$ cat src/core/pts_map.svh
// Register offsets, field positions, error codes and timing counts of the pulse train port.
`ifndef PTS_MAP_SVH
`define PTS_MAP_SVH
// ============================================================
// Register byte offsets
`define PTS_CMD_OFF       8'h00
`define PTS_CFG_OFF       8'h04
`define PTS_TARGET_OFF    8'h08
`define PTS_RATE_OFF      8'h0C
`define PTS_COUNT_OFF     8'h10
`define PTS_MONTIME_OFF   8'h14
`define PTS_STATUS_OFF    8'h18
`define PTS_FREQ_OFF      8'h1C
`define PTS_REMAIN_OFF    8'h20
// ============================================================
// Command and configuration bit positions
`define PTS_CMD_START     0
`define PTS_CMD_STOP      1
`define PTS_CMD_ORIGIN    2
`define PTS_CFG_INDEP     0
`define PTS_CFG_ACCEL     1
`define PTS_CFG_REVERSE   2
`define PTS_CFG_REV_LIMIT 3
`define PTS_CFG_USE_PROX  4
// ============================================================
// Error codes
`define PTS_ERR_NONE      16'h0000
`define PTS_ERR_LIM_FWD   16'h0100
`define PTS_ERR_LIM_REV   16'h0101
`define PTS_ERR_REVERSAL  16'h0206
`define PTS_ERR_TIMEOUT   16'h0300
// ============================================================
// Timing
`define PTS_CLK_PERIOD_NS 100
`define PTS_CLK_HZ        25'h0989680
`define PTS_RAMP_TIME_NS  1000000
`define PTS_RAMP_CYCLES   (`PTS_RAMP_TIME_NS / `PTS_CLK_PERIOD_NS)
`endif

$ cat src/core/pts_pkg.sv
// Types shared by the pulse train port.
`default_nettype none

package pts_pkg;
	// ============================================================
	// Port sequencer states.
	typedef enum logic [1:0] {PTS_IDLE, PTS_SETUP, PTS_RUN, PTS_MONITOR} pts_state_enum_type;

	// ============================================================
	// Complete state of the port, registered as one word.
	typedef struct packed {
		pts_state_enum_type state;
		logic [4:0]         cfg;
		logic [19:0]        target;
		logic [19:0]        rate;
		logic [31:0]        count;
		logic [15:0]        mon_time;
		logic [19:0]        freq;
		logic [23:0]        acc;
		logic [15:0]        ramp_cnt;
		logic [15:0]        mon_cnt;
		logic [31:0]        remaining;
		logic [15:0]        err;
		logic               pulse;
		logic               dir;
		logic               searching;
		logic               reversing;
		logic               awready;
		logic               wready;
		logic               bvalid;
		logic [1:0]         bresp;
		logic               arready;
		logic               rvalid;
		logic [1:0]         rresp;
		logic [31:0]        rdata;
	} pts_regs_type;
endpackage : pts_pkg

`default_nettype wire

$ cat src/core/pts_port.sv
// Pulse plus direction output port with AXI4-Lite registers.
//
// Our own choices: the address map and the AXI4-Lite slave port.
`include "pts_map.svh"
`timescale 1ns/1ps
`default_nettype none

module pts_port
	import pts_pkg::*;
#(
	parameter int unsigned RAMP_CYCLES = `PTS_RAMP_CYCLES
)(
	// Clock and reset
	input  wire logic        aclk,
	input  wire logic        aresetn,
	// AXI4-Lite write channels
	input  wire logic [7:0]  awaddr,
	input  wire logic        awvalid,
	output logic             awready,
	input  wire logic [31:0] wdata,
	input  wire logic [3:0]  wstrb,
	input  wire logic        wvalid,
	output logic             wready,
	output logic [1:0]       bresp,
	output logic             bvalid,
	input  wire logic        bready,
	// AXI4-Lite read channels
	input  wire logic [7:0]  araddr,
	input  wire logic        arvalid,
	output logic             arready,
	output logic [31:0]      rdata,
	output logic [1:0]       rresp,
	output logic             rvalid,
	input  wire logic        rready,
	// Sensor inputs
	input  wire logic        limit_forward_direction,
	input  wire logic        limit_reverse_direction,
	input  wire logic        origin_proximity,
	input  wire logic        origin_input,
	input  wire logic        in_position,
	// Drive outputs
	output logic             pulse_out,
	output logic             reverse_direction_out
);
	pts_regs_type s;
	pts_regs_type n;
	logic         busy_run;
	logic         tick;
	logic         lim_search;
	logic         ref_in;
	logic         fault_rev;
	logic         fault_lim;
	logic         wr_fire;
	logic         cmd_wr;
	logic         cmd_go;
	logic [24:0]  acc_sum;
	logic [20:0]  freq_up;
	logic [20:0]  freq_dn;

	// ============================================================
	// Hazard detection and helpers from the current state.
	assign busy_run   = (s.state == PTS_SETUP) || (s.state == PTS_RUN);
	assign tick       = (s.ramp_cnt == 16'(RAMP_CYCLES - 1));
	assign lim_search = s.cfg[`PTS_CFG_REVERSE] ? limit_reverse_direction
	                                            : limit_forward_direction;
	assign ref_in     = s.cfg[`PTS_CFG_USE_PROX] ? origin_proximity : origin_input;
	assign fault_rev  = busy_run && s.searching && s.reversing && lim_search;
	assign fault_lim  = busy_run && (limit_forward_direction || limit_reverse_direction);
	assign wr_fire    = s.awready && awvalid && wvalid;
	assign cmd_wr     = wr_fire && (awaddr == `PTS_CMD_OFF) && (wstrb == 4'hF);
	assign cmd_go     = cmd_wr && !wdata[`PTS_CMD_STOP]
	                    && (wdata[`PTS_CMD_START] || wdata[`PTS_CMD_ORIGIN]);
	// Twice the frequency is added so each overflow is one half period.
	assign acc_sum    = {1'b0, s.acc} + {4'h0, s.freq, 1'b0};
	assign freq_up    = {1'b0, s.freq} + {1'b0, s.rate};
	assign freq_dn    = {1'b0, s.freq} - {1'b0, s.rate};

	// ============================================================
	// Next-state logic: pulse engine, hazards, then bus commands.
	always_comb
	begin
		n          = s;
		n.awready  = 1'b0;
		n.wready   = 1'b0;
		n.arready  = 1'b0;
		n.ramp_cnt = tick ? 16'h0000 : s.ramp_cnt + 16'h0001;

		unique case (s.state)
			PTS_IDLE:
			begin
				n.pulse = 1'b0;
			end
			PTS_SETUP:
			begin
				// Direction already settled one cycle before any rising edge.
				if (s.cfg[`PTS_CFG_INDEP] && (s.remaining == 32'h0000_0000))
				begin
					n.state = (s.mon_time != 16'h0000) ? PTS_MONITOR : PTS_IDLE;
					n.freq  = 20'h00000;
				end
				else
				begin
					n.state = PTS_RUN;
				end
				n.mon_cnt = 16'h0000;
			end
			PTS_RUN:
			begin
				// Ramp toward the target once per ramp interval.
				if (s.cfg[`PTS_CFG_ACCEL] && tick)
				begin
					if (s.rate == 20'h00000)
						n.freq = s.target;
					else if ((s.freq < s.target) && (freq_up < {1'b0, s.target}))
						n.freq = freq_up[19:0];
					else if ((s.freq > s.target) && (freq_dn > {1'b0, s.target}))
						n.freq = freq_dn[19:0];
					else
						n.freq = s.target;
				end
				// Phase accumulator; a rising edge is one counted pulse.
				if (s.freq != 20'h00000)
				begin
					if (acc_sum >= `PTS_CLK_HZ)
					begin
						n.acc   = 24'(acc_sum - `PTS_CLK_HZ);
						n.pulse = !s.pulse;
						if (!s.pulse)
							n.remaining = s.remaining - 32'h0000_0001;
						else if (s.cfg[`PTS_CFG_INDEP] && (s.remaining == 32'h0000_0000))
						begin
							// Last pulse has completed its high half.
							n.state   = (s.mon_time != 16'h0000) ? PTS_MONITOR : PTS_IDLE;
							n.freq    = 20'h00000;
							n.mon_cnt = 16'h0000;
						end
					end
					else
					begin
						n.acc = acc_sum[23:0];
					end
				end
				// Origin search: with PTS_CFG_REV_LIMIT reverse on the reference input and stop when it clears, else stop on it.
				if (s.searching)
				begin
					if (!s.reversing && ref_in)
					begin
						if (s.cfg[`PTS_CFG_REV_LIMIT])
						begin
							n.reversing = 1'b1;
							n.dir       = !s.dir;
							n.state     = PTS_SETUP;
							n.pulse     = 1'b0;
							n.acc       = 24'h000000;
						end
						else
						begin
							// Drop the pulse too, so no half step is left behind.
							n.state     = PTS_IDLE;
							n.pulse     = 1'b0;
							n.freq      = 20'h00000;
							n.searching = 1'b0;
						end
					end
					else if (s.reversing && !ref_in)
					begin
						n.state     = PTS_IDLE;
						n.pulse     = 1'b0;
						n.freq      = 20'h00000;
						n.searching = 1'b0;
						n.reversing = 1'b0;
					end
				end
			end
			PTS_MONITOR:
			begin
				// Completion watch after the final pulse.
				if (in_position)
					n.state = PTS_IDLE;
				else if (tick)
				begin
					if ((s.mon_cnt + 16'h0001) >= s.mon_time)
					begin
						n.state = PTS_IDLE;
						n.err   = `PTS_ERR_TIMEOUT;
					end
					else
						n.mon_cnt = s.mon_cnt + 16'h0001;
				end
			end
		endcase

		// Emergency stops cut the output at the next clock edge, no ramp down.
		// All state is local, so nothing here reaches another port.
		if (fault_rev || fault_lim)
		begin
			n.state     = PTS_IDLE;
			n.pulse     = 1'b0;
			n.freq      = 20'h00000;
			n.searching = 1'b0;
			n.reversing = 1'b0;
			if (fault_rev)
				n.err = `PTS_ERR_REVERSAL;
			else if (limit_forward_direction)
				n.err = `PTS_ERR_LIM_FWD;
			else
				n.err = `PTS_ERR_LIM_REV;
		end

		// Write channel: both halves taken together, answer one cycle later.
		if (!s.bvalid && !s.awready && awvalid && wvalid)
		begin
			n.awready = 1'b1;
			n.wready  = 1'b1;
		end
		if (s.bvalid && bready)
			n.bvalid = 1'b0;
		if (wr_fire)
		begin
			n.bvalid = 1'b1;
			n.bresp  = 2'b00;
			if (wstrb == 4'hF)
			begin
				unique case (awaddr)
					`PTS_CFG_OFF:     n.cfg      = wdata[4:0];
					`PTS_TARGET_OFF:  n.target   = wdata[19:0];
					`PTS_RATE_OFF:    n.rate     = wdata[19:0];
					`PTS_COUNT_OFF:   n.count    = wdata;
					`PTS_MONTIME_OFF: n.mon_time = wdata[15:0];
					`PTS_CMD_OFF, `PTS_STATUS_OFF, `PTS_FREQ_OFF, `PTS_REMAIN_OFF: ;
					default:          n.bresp    = 2'b10;
				endcase
			end
		end

		// Commands win over hazards of the same cycle, but a start that continues a run keeps the hazard's stop to idle; a new command clears the code.
		if (cmd_wr && wdata[`PTS_CMD_STOP])
		begin
			n.state     = PTS_IDLE;
			n.pulse     = 1'b0;
			n.freq      = 20'h00000;
			n.err       = `PTS_ERR_NONE;
			n.searching = 1'b0;
			n.reversing = 1'b0;
		end
		else if (cmd_wr && (wdata[`PTS_CMD_START] || wdata[`PTS_CMD_ORIGIN]))
		begin
			n.err       = `PTS_ERR_NONE;
			n.searching = wdata[`PTS_CMD_ORIGIN];
			n.reversing = 1'b0;
			n.dir       = s.cfg[`PTS_CFG_REVERSE];
			// Fixed speed steps at once; accelerated keeps the present rate.
			n.freq      = s.cfg[`PTS_CFG_ACCEL] ? s.freq : s.target;
			// Same direction while running continues without a gap.
			if (!((s.state == PTS_RUN) && (s.dir == s.cfg[`PTS_CFG_REVERSE])))
			begin
				n.state = PTS_SETUP;
				n.pulse = 1'b0;
				n.acc   = 24'h000000;
			end
			// A step launched in the command's own cycle counts against the new count.
			n.remaining = (n.pulse && !s.pulse) ? s.count - 32'h0000_0001 : s.count;
		end

		// Read channel.
		if (!s.rvalid && !s.arready && arvalid)
			n.arready = 1'b1;
		if (s.rvalid && rready)
			n.rvalid = 1'b0;
		if (s.arready && arvalid)
		begin
			n.rvalid = 1'b1;
			n.rresp  = 2'b00;
			unique case (araddr)
				`PTS_CMD_OFF:     n.rdata = 32'h0000_0000;
				`PTS_CFG_OFF:     n.rdata = {27'h0000000, s.cfg};
				`PTS_TARGET_OFF:  n.rdata = {12'h000, s.target};
				`PTS_RATE_OFF:    n.rdata = {12'h000, s.rate};
				`PTS_COUNT_OFF:   n.rdata = s.count;
				`PTS_MONTIME_OFF: n.rdata = {16'h0000, s.mon_time};
				`PTS_STATUS_OFF:  n.rdata = {s.err, 11'h000, (s.state == PTS_MONITOR),
				                             s.searching, s.reversing, s.dir,
				                             (s.state != PTS_IDLE)};
				`PTS_FREQ_OFF:    n.rdata = {12'h000, s.freq};
				`PTS_REMAIN_OFF:  n.rdata = s.remaining;
				default:
				begin
					n.rdata = 32'h0000_0000;
					n.rresp = 2'b10;
				end
			endcase
		end
	end

	// ============================================================
	// State register with synchronous reset.
	always_ff @(posedge aclk)
	begin
		if (!aresetn)
			s <= '0;
		else
			s <= n;
	end

	// ============================================================
	// Outputs come straight from the state register.
	assign awready               = s.awready;
	assign wready                = s.wready;
	assign bvalid                = s.bvalid;
	assign bresp                 = s.bresp;
	assign arready               = s.arready;
	assign rvalid                = s.rvalid;
	assign rresp                 = s.rresp;
	assign rdata                 = s.rdata;
	assign pulse_out             = s.pulse;
	assign reverse_direction_out = s.dir;
endmodule : pts_port

`default_nettype wire

$ cat config.mk
export PLATFORM = sky130hd
export DESIGN_NAME = pts_port
export DESIGN_NICKNAME = d
export VERILOG_FILES = /design/src/core/pts_pkg.sv /design/src/core/pts_port.sv
export VERILOG_INCLUDE_DIRS = /design/src /design/src/core
export SDC_FILE = /design/constraint.sdc
export NUM_CORES = 1
export LEC_CHECK = 0
export BUFFER_PORTS_ARGS = -buffer_cell sky130_fd_sc_hd__clkbuf_2
export CAP_MARGIN = 20
export CORE_ASPECT_RATIO = 1.75
export CORE_MARGIN = 2
export CORE_UTILIZATION = 57
export DETAILED_ROUTE_END_ITERATION = 10
export PLACE_DENSITY = 0.78
export SLEW_MARGIN = 20
export SYNTH_ARGS = -nofsm -noshare
export SYNTH_HDL_FRONTEND = slang
export SYNTH_SLANG_ARGS = --single-unit
$ cat constraint.sdc
create_clock -name aclk -period 5.5 [get_ports aclk]
set_input_delay 0.275 -clock aclk [delete_from_list [all_inputs] [get_ports aclk]]
set_output_delay 0.275 -clock aclk [all_outputs]
set_load 0.1 [all_outputs]
==> impl_metrics.tcl <==
set metrics [dict create \
    status "completed" \
    period_needed_ns 5.24 \
    cts_tree "built" \
    required_ns 5.93 \
    clock_sinks 249 \
    htree_levels 1 \
    async_reset_ff_share_pct 0 \
    fin_crit_sh_pct 95.2 \
    cts_root_buffer "clkbuf_16" \
    avgSynthCellArea_um2 7.89 \
    fin_cells 2765 \
    crit_top_cell "buf_4" \
    globalplace.congestion 1.01 \
    synth_compound_area_share_pct 23.6 \
    synth_seq_cells 249 \
    final_nets 2564 \
    dpl_cell_area_um2 18900 \
    synth_top_family_by_area "compound AO/OA/AOI/OAI gates" \
    yosys_warnings 0 \
    dp_cells 2699 \
    clk_latency_ns 0.55 \
    synthFlopType "dfxtp_1" \
    viasPerCell 6.75 \
    io_pins 107 \
    overflow 0 \
    dp_hpwl_um 49500 \
    synthAdderAreaFrac_pct 10.3 \
    synth-edff-count 0 \
    critical-path-top-delay-family "compound AO/OA/AOI/OAI gates" \
    synthesis.instances 2302 \
    yosysUniqueCellTypes 86 \
    cellPowerDensity_nw_per_um2 191 \
    yosys-mux-area-fraction_pct 3.69 \
    synth-simple-area-share_pct 21.7 \
    slew_headroom_pct 9.29 \
    initial_utilization_pct 57.8 \
    critPathLaunchType "register" \
    post_drt_wl_per_cell_um 23.6 \
    dr.pass1.iters 5 \
    p_leak_nw 8.19 \
    fin_area_um2 20000 \
    cp_slowest_cell "fa_1" \
    grt_usage_pct 37.7 \
    setup_viol 0 \
    worstHoldPathCells 3 \
    tightestPinTransition_ns 1.35 \
    min_to "s[203]" \
    drc_errors 0 \
    die_w_um 139 \
    worst_hold_path_type "input pin to register" \
    ant_nets 0 \
    clk_pin_slew_worst_paths_ns 0.07 \
    drv_cap 0 \
    path_class "register to register" \
    grt_max_degree 82 \
    r2r_cells 25 \
    antenna_found_initial 1 \
    finalWirelength_um 65300 \
    worstHoldStart "wdata[18]" \
    syn_area_um2 18200 \
    critPathCaptureType "register" \
    die-area_um2 33400 \
    diodes 0 \
    fmax_mhz 191 \
    hold_viol 0 \
    syn2layout_area_growth_pct 10.1 \
    clock_skew_ns 0.0191 \
    rows 86 \
    r2r-start "s[149]" \
    grt_pass1_wl_um 99300 \
    chipHeight_um 240 \
    max_stage_delay_ns 0.40 \
    io_buffers 104 \
    ir_drop_mv 0.242 \
    reg2reg_to "s[157]" \
    cp_max_fo 7 \
    cts_buffers 25 \
    r2r_slack_ns 0.26 \
    synthXorXnorAreaFrac_pct 6.80 \
    worstPathBufferInverterCount 5 \
    vias 18700 \
    drt_iter0_drc 1749 \
    final_layout_size_suffix_gt1_share_pct 11.4 \
    arrival_ns 5.67 \
    ys_seq_area_share_pct 27.4 \
    grt_pass1_vias 18200 \
    finalMaxSlewViolations 0 \
    cts_buffer_depth 3 \
    core_area_um2 31400 \
]
-- area by class of cell --
cell class                      instances  area [µm²]
Multi-Input combinational cell       1786       12100
Fill cell                            2837       11400
Sequential cell                       249        4990
Timing Repair Buffer                  190        1240
Clock buffer                           36         727
Tap cell                              396         495
Inverter                              101         382
Clock inverter                          7        67.6
-- worst max path at each step --
stage                 from  cells past startpoint     end
finish              s[149]                     25  s[157]
global route        s[217]                     23  s[157]
CTS                 s[221]                     22  s[158]
detailed placement  s[217]                     22  s[158]
global placement    s[217]                     23  s[158]
floorplan           s[150]                     22  s[164]
-- power by group --
group | internal [mW] | switching (mW)
clock network | 0.963 | 0.767
logic | 0.0573 | 0.197
registers | 1.82 | 0.0122
-- cells by family (layout without fill, tap and decap cells) --
| group | after synthesis | in the layout |
|---|---|---|
| mux | 67 | 67 |
| buf+inv | 268 | 334 |
| other cells | 1 | 2 |
| simple gates | 791 | 791 |
| xor+xnor | 141 | 141 |
| flops | 249 | 249 |
| compound gates | 638 | 638 |
| fa+ha+maj | 147 | 147 |
-- metal layers --
layer	vias up	global-route usage [%]	share of wire, %
li1	8521	-	-
met5	-	0	0.018
met3	398	5.88	7.4
met2	1039	66.7	48
met1	8705	38.1	33
met4	2	34.2	11
-- flip-flops by register name, indices dropped and copies added (netlist names) --
signal	flops
awready	1
rresp	1
rvalid	1
bvalid	1
reverse_direction_out	1
rdata	32
arready	1
bresp	1
s	209
pulse_out	1
-- what timing repair did --
item                       4_1_cts  5_1_grt
buffers inserted                 0        5
pin swaps                        0        2
hold endpoints to repair        17        0
hold buffers                    18        0
setup endpoints to repair        6       20
gates resized for setup          1       14
-- cell usage after synthesis, types with 37 or more instances --
library cell  number  area, µm²
nand2_1          203        762
xor2_1            70        613
a221oi_1          47        412
nand4_1           42        263
nor2_1           199        747
o21ai_0          115        576
nor3_1            66        330
xnor2_1           71        622
nor4_1            38        238
clkbuf_1         114        428
a21o_1            37        278
inv_1            100        375
buf_4             38        285
mux2i_1           67        671
a21oi_1          155        776
dfxtp_1          249       4980
ha_1             144       1800
nand3_1           63        315
a31oi_1           39        244
-- placed cells by master (no fill, tap or decap), types with 70 or more instances in the layout --
| master | instances |
|---|---|
| dfxtp_1 | 248 |
| nand2_1 | 203 |
| nor2_1 | 198 |
| a21oi_1 | 153 |
| ha_1 | 143 |
| o21ai_0 | 112 |
| clkbuf_2 | 104 |
| inv_1 | 100 |
| xnor2_1 | 71 |
| xor2_1 | 70 |
-- through the flow --
| step | setup WS (ns) | utilization (%) | power, mW | TNS [ns] | hold slack, ns |
|---|---|---|---|---|---|
| 6_report | 0.263 | 63.6 | 3.81 | 0 | 0.0193 |
| 5_1_grt | -0.0169 | 63.6 | 3.90 | -0.0305 | 0.0364 |
| 4_1_cts | 0.0891 | 63.3 | 3.81 | 0 | 0.00917 |
| 3_5_place_dp | 0.00326 | 60.2 | 2.11 | 0 | 0.418 |
| 3_3_place_gp | 0.136 | 60.2 | 2.10 | 0 | 0.416 |
| 2_1_floorplan | 0.310 | - | 2.05 | 0 | 0.394 |
-- worst register-to-register path, delay by kind of cell (launching register included) --
kind | cells | cell delay, ns
fa+ha+maj | 3 | 0.88
flops | 1 | 0.34
compound gates | 13 | 2.24
xor+xnor | 1 | 0.20
buf+inv | 5 | 0.71
simple gates | 3 | 0.74
Note: power is estimated with default switching activity, not from simulation.
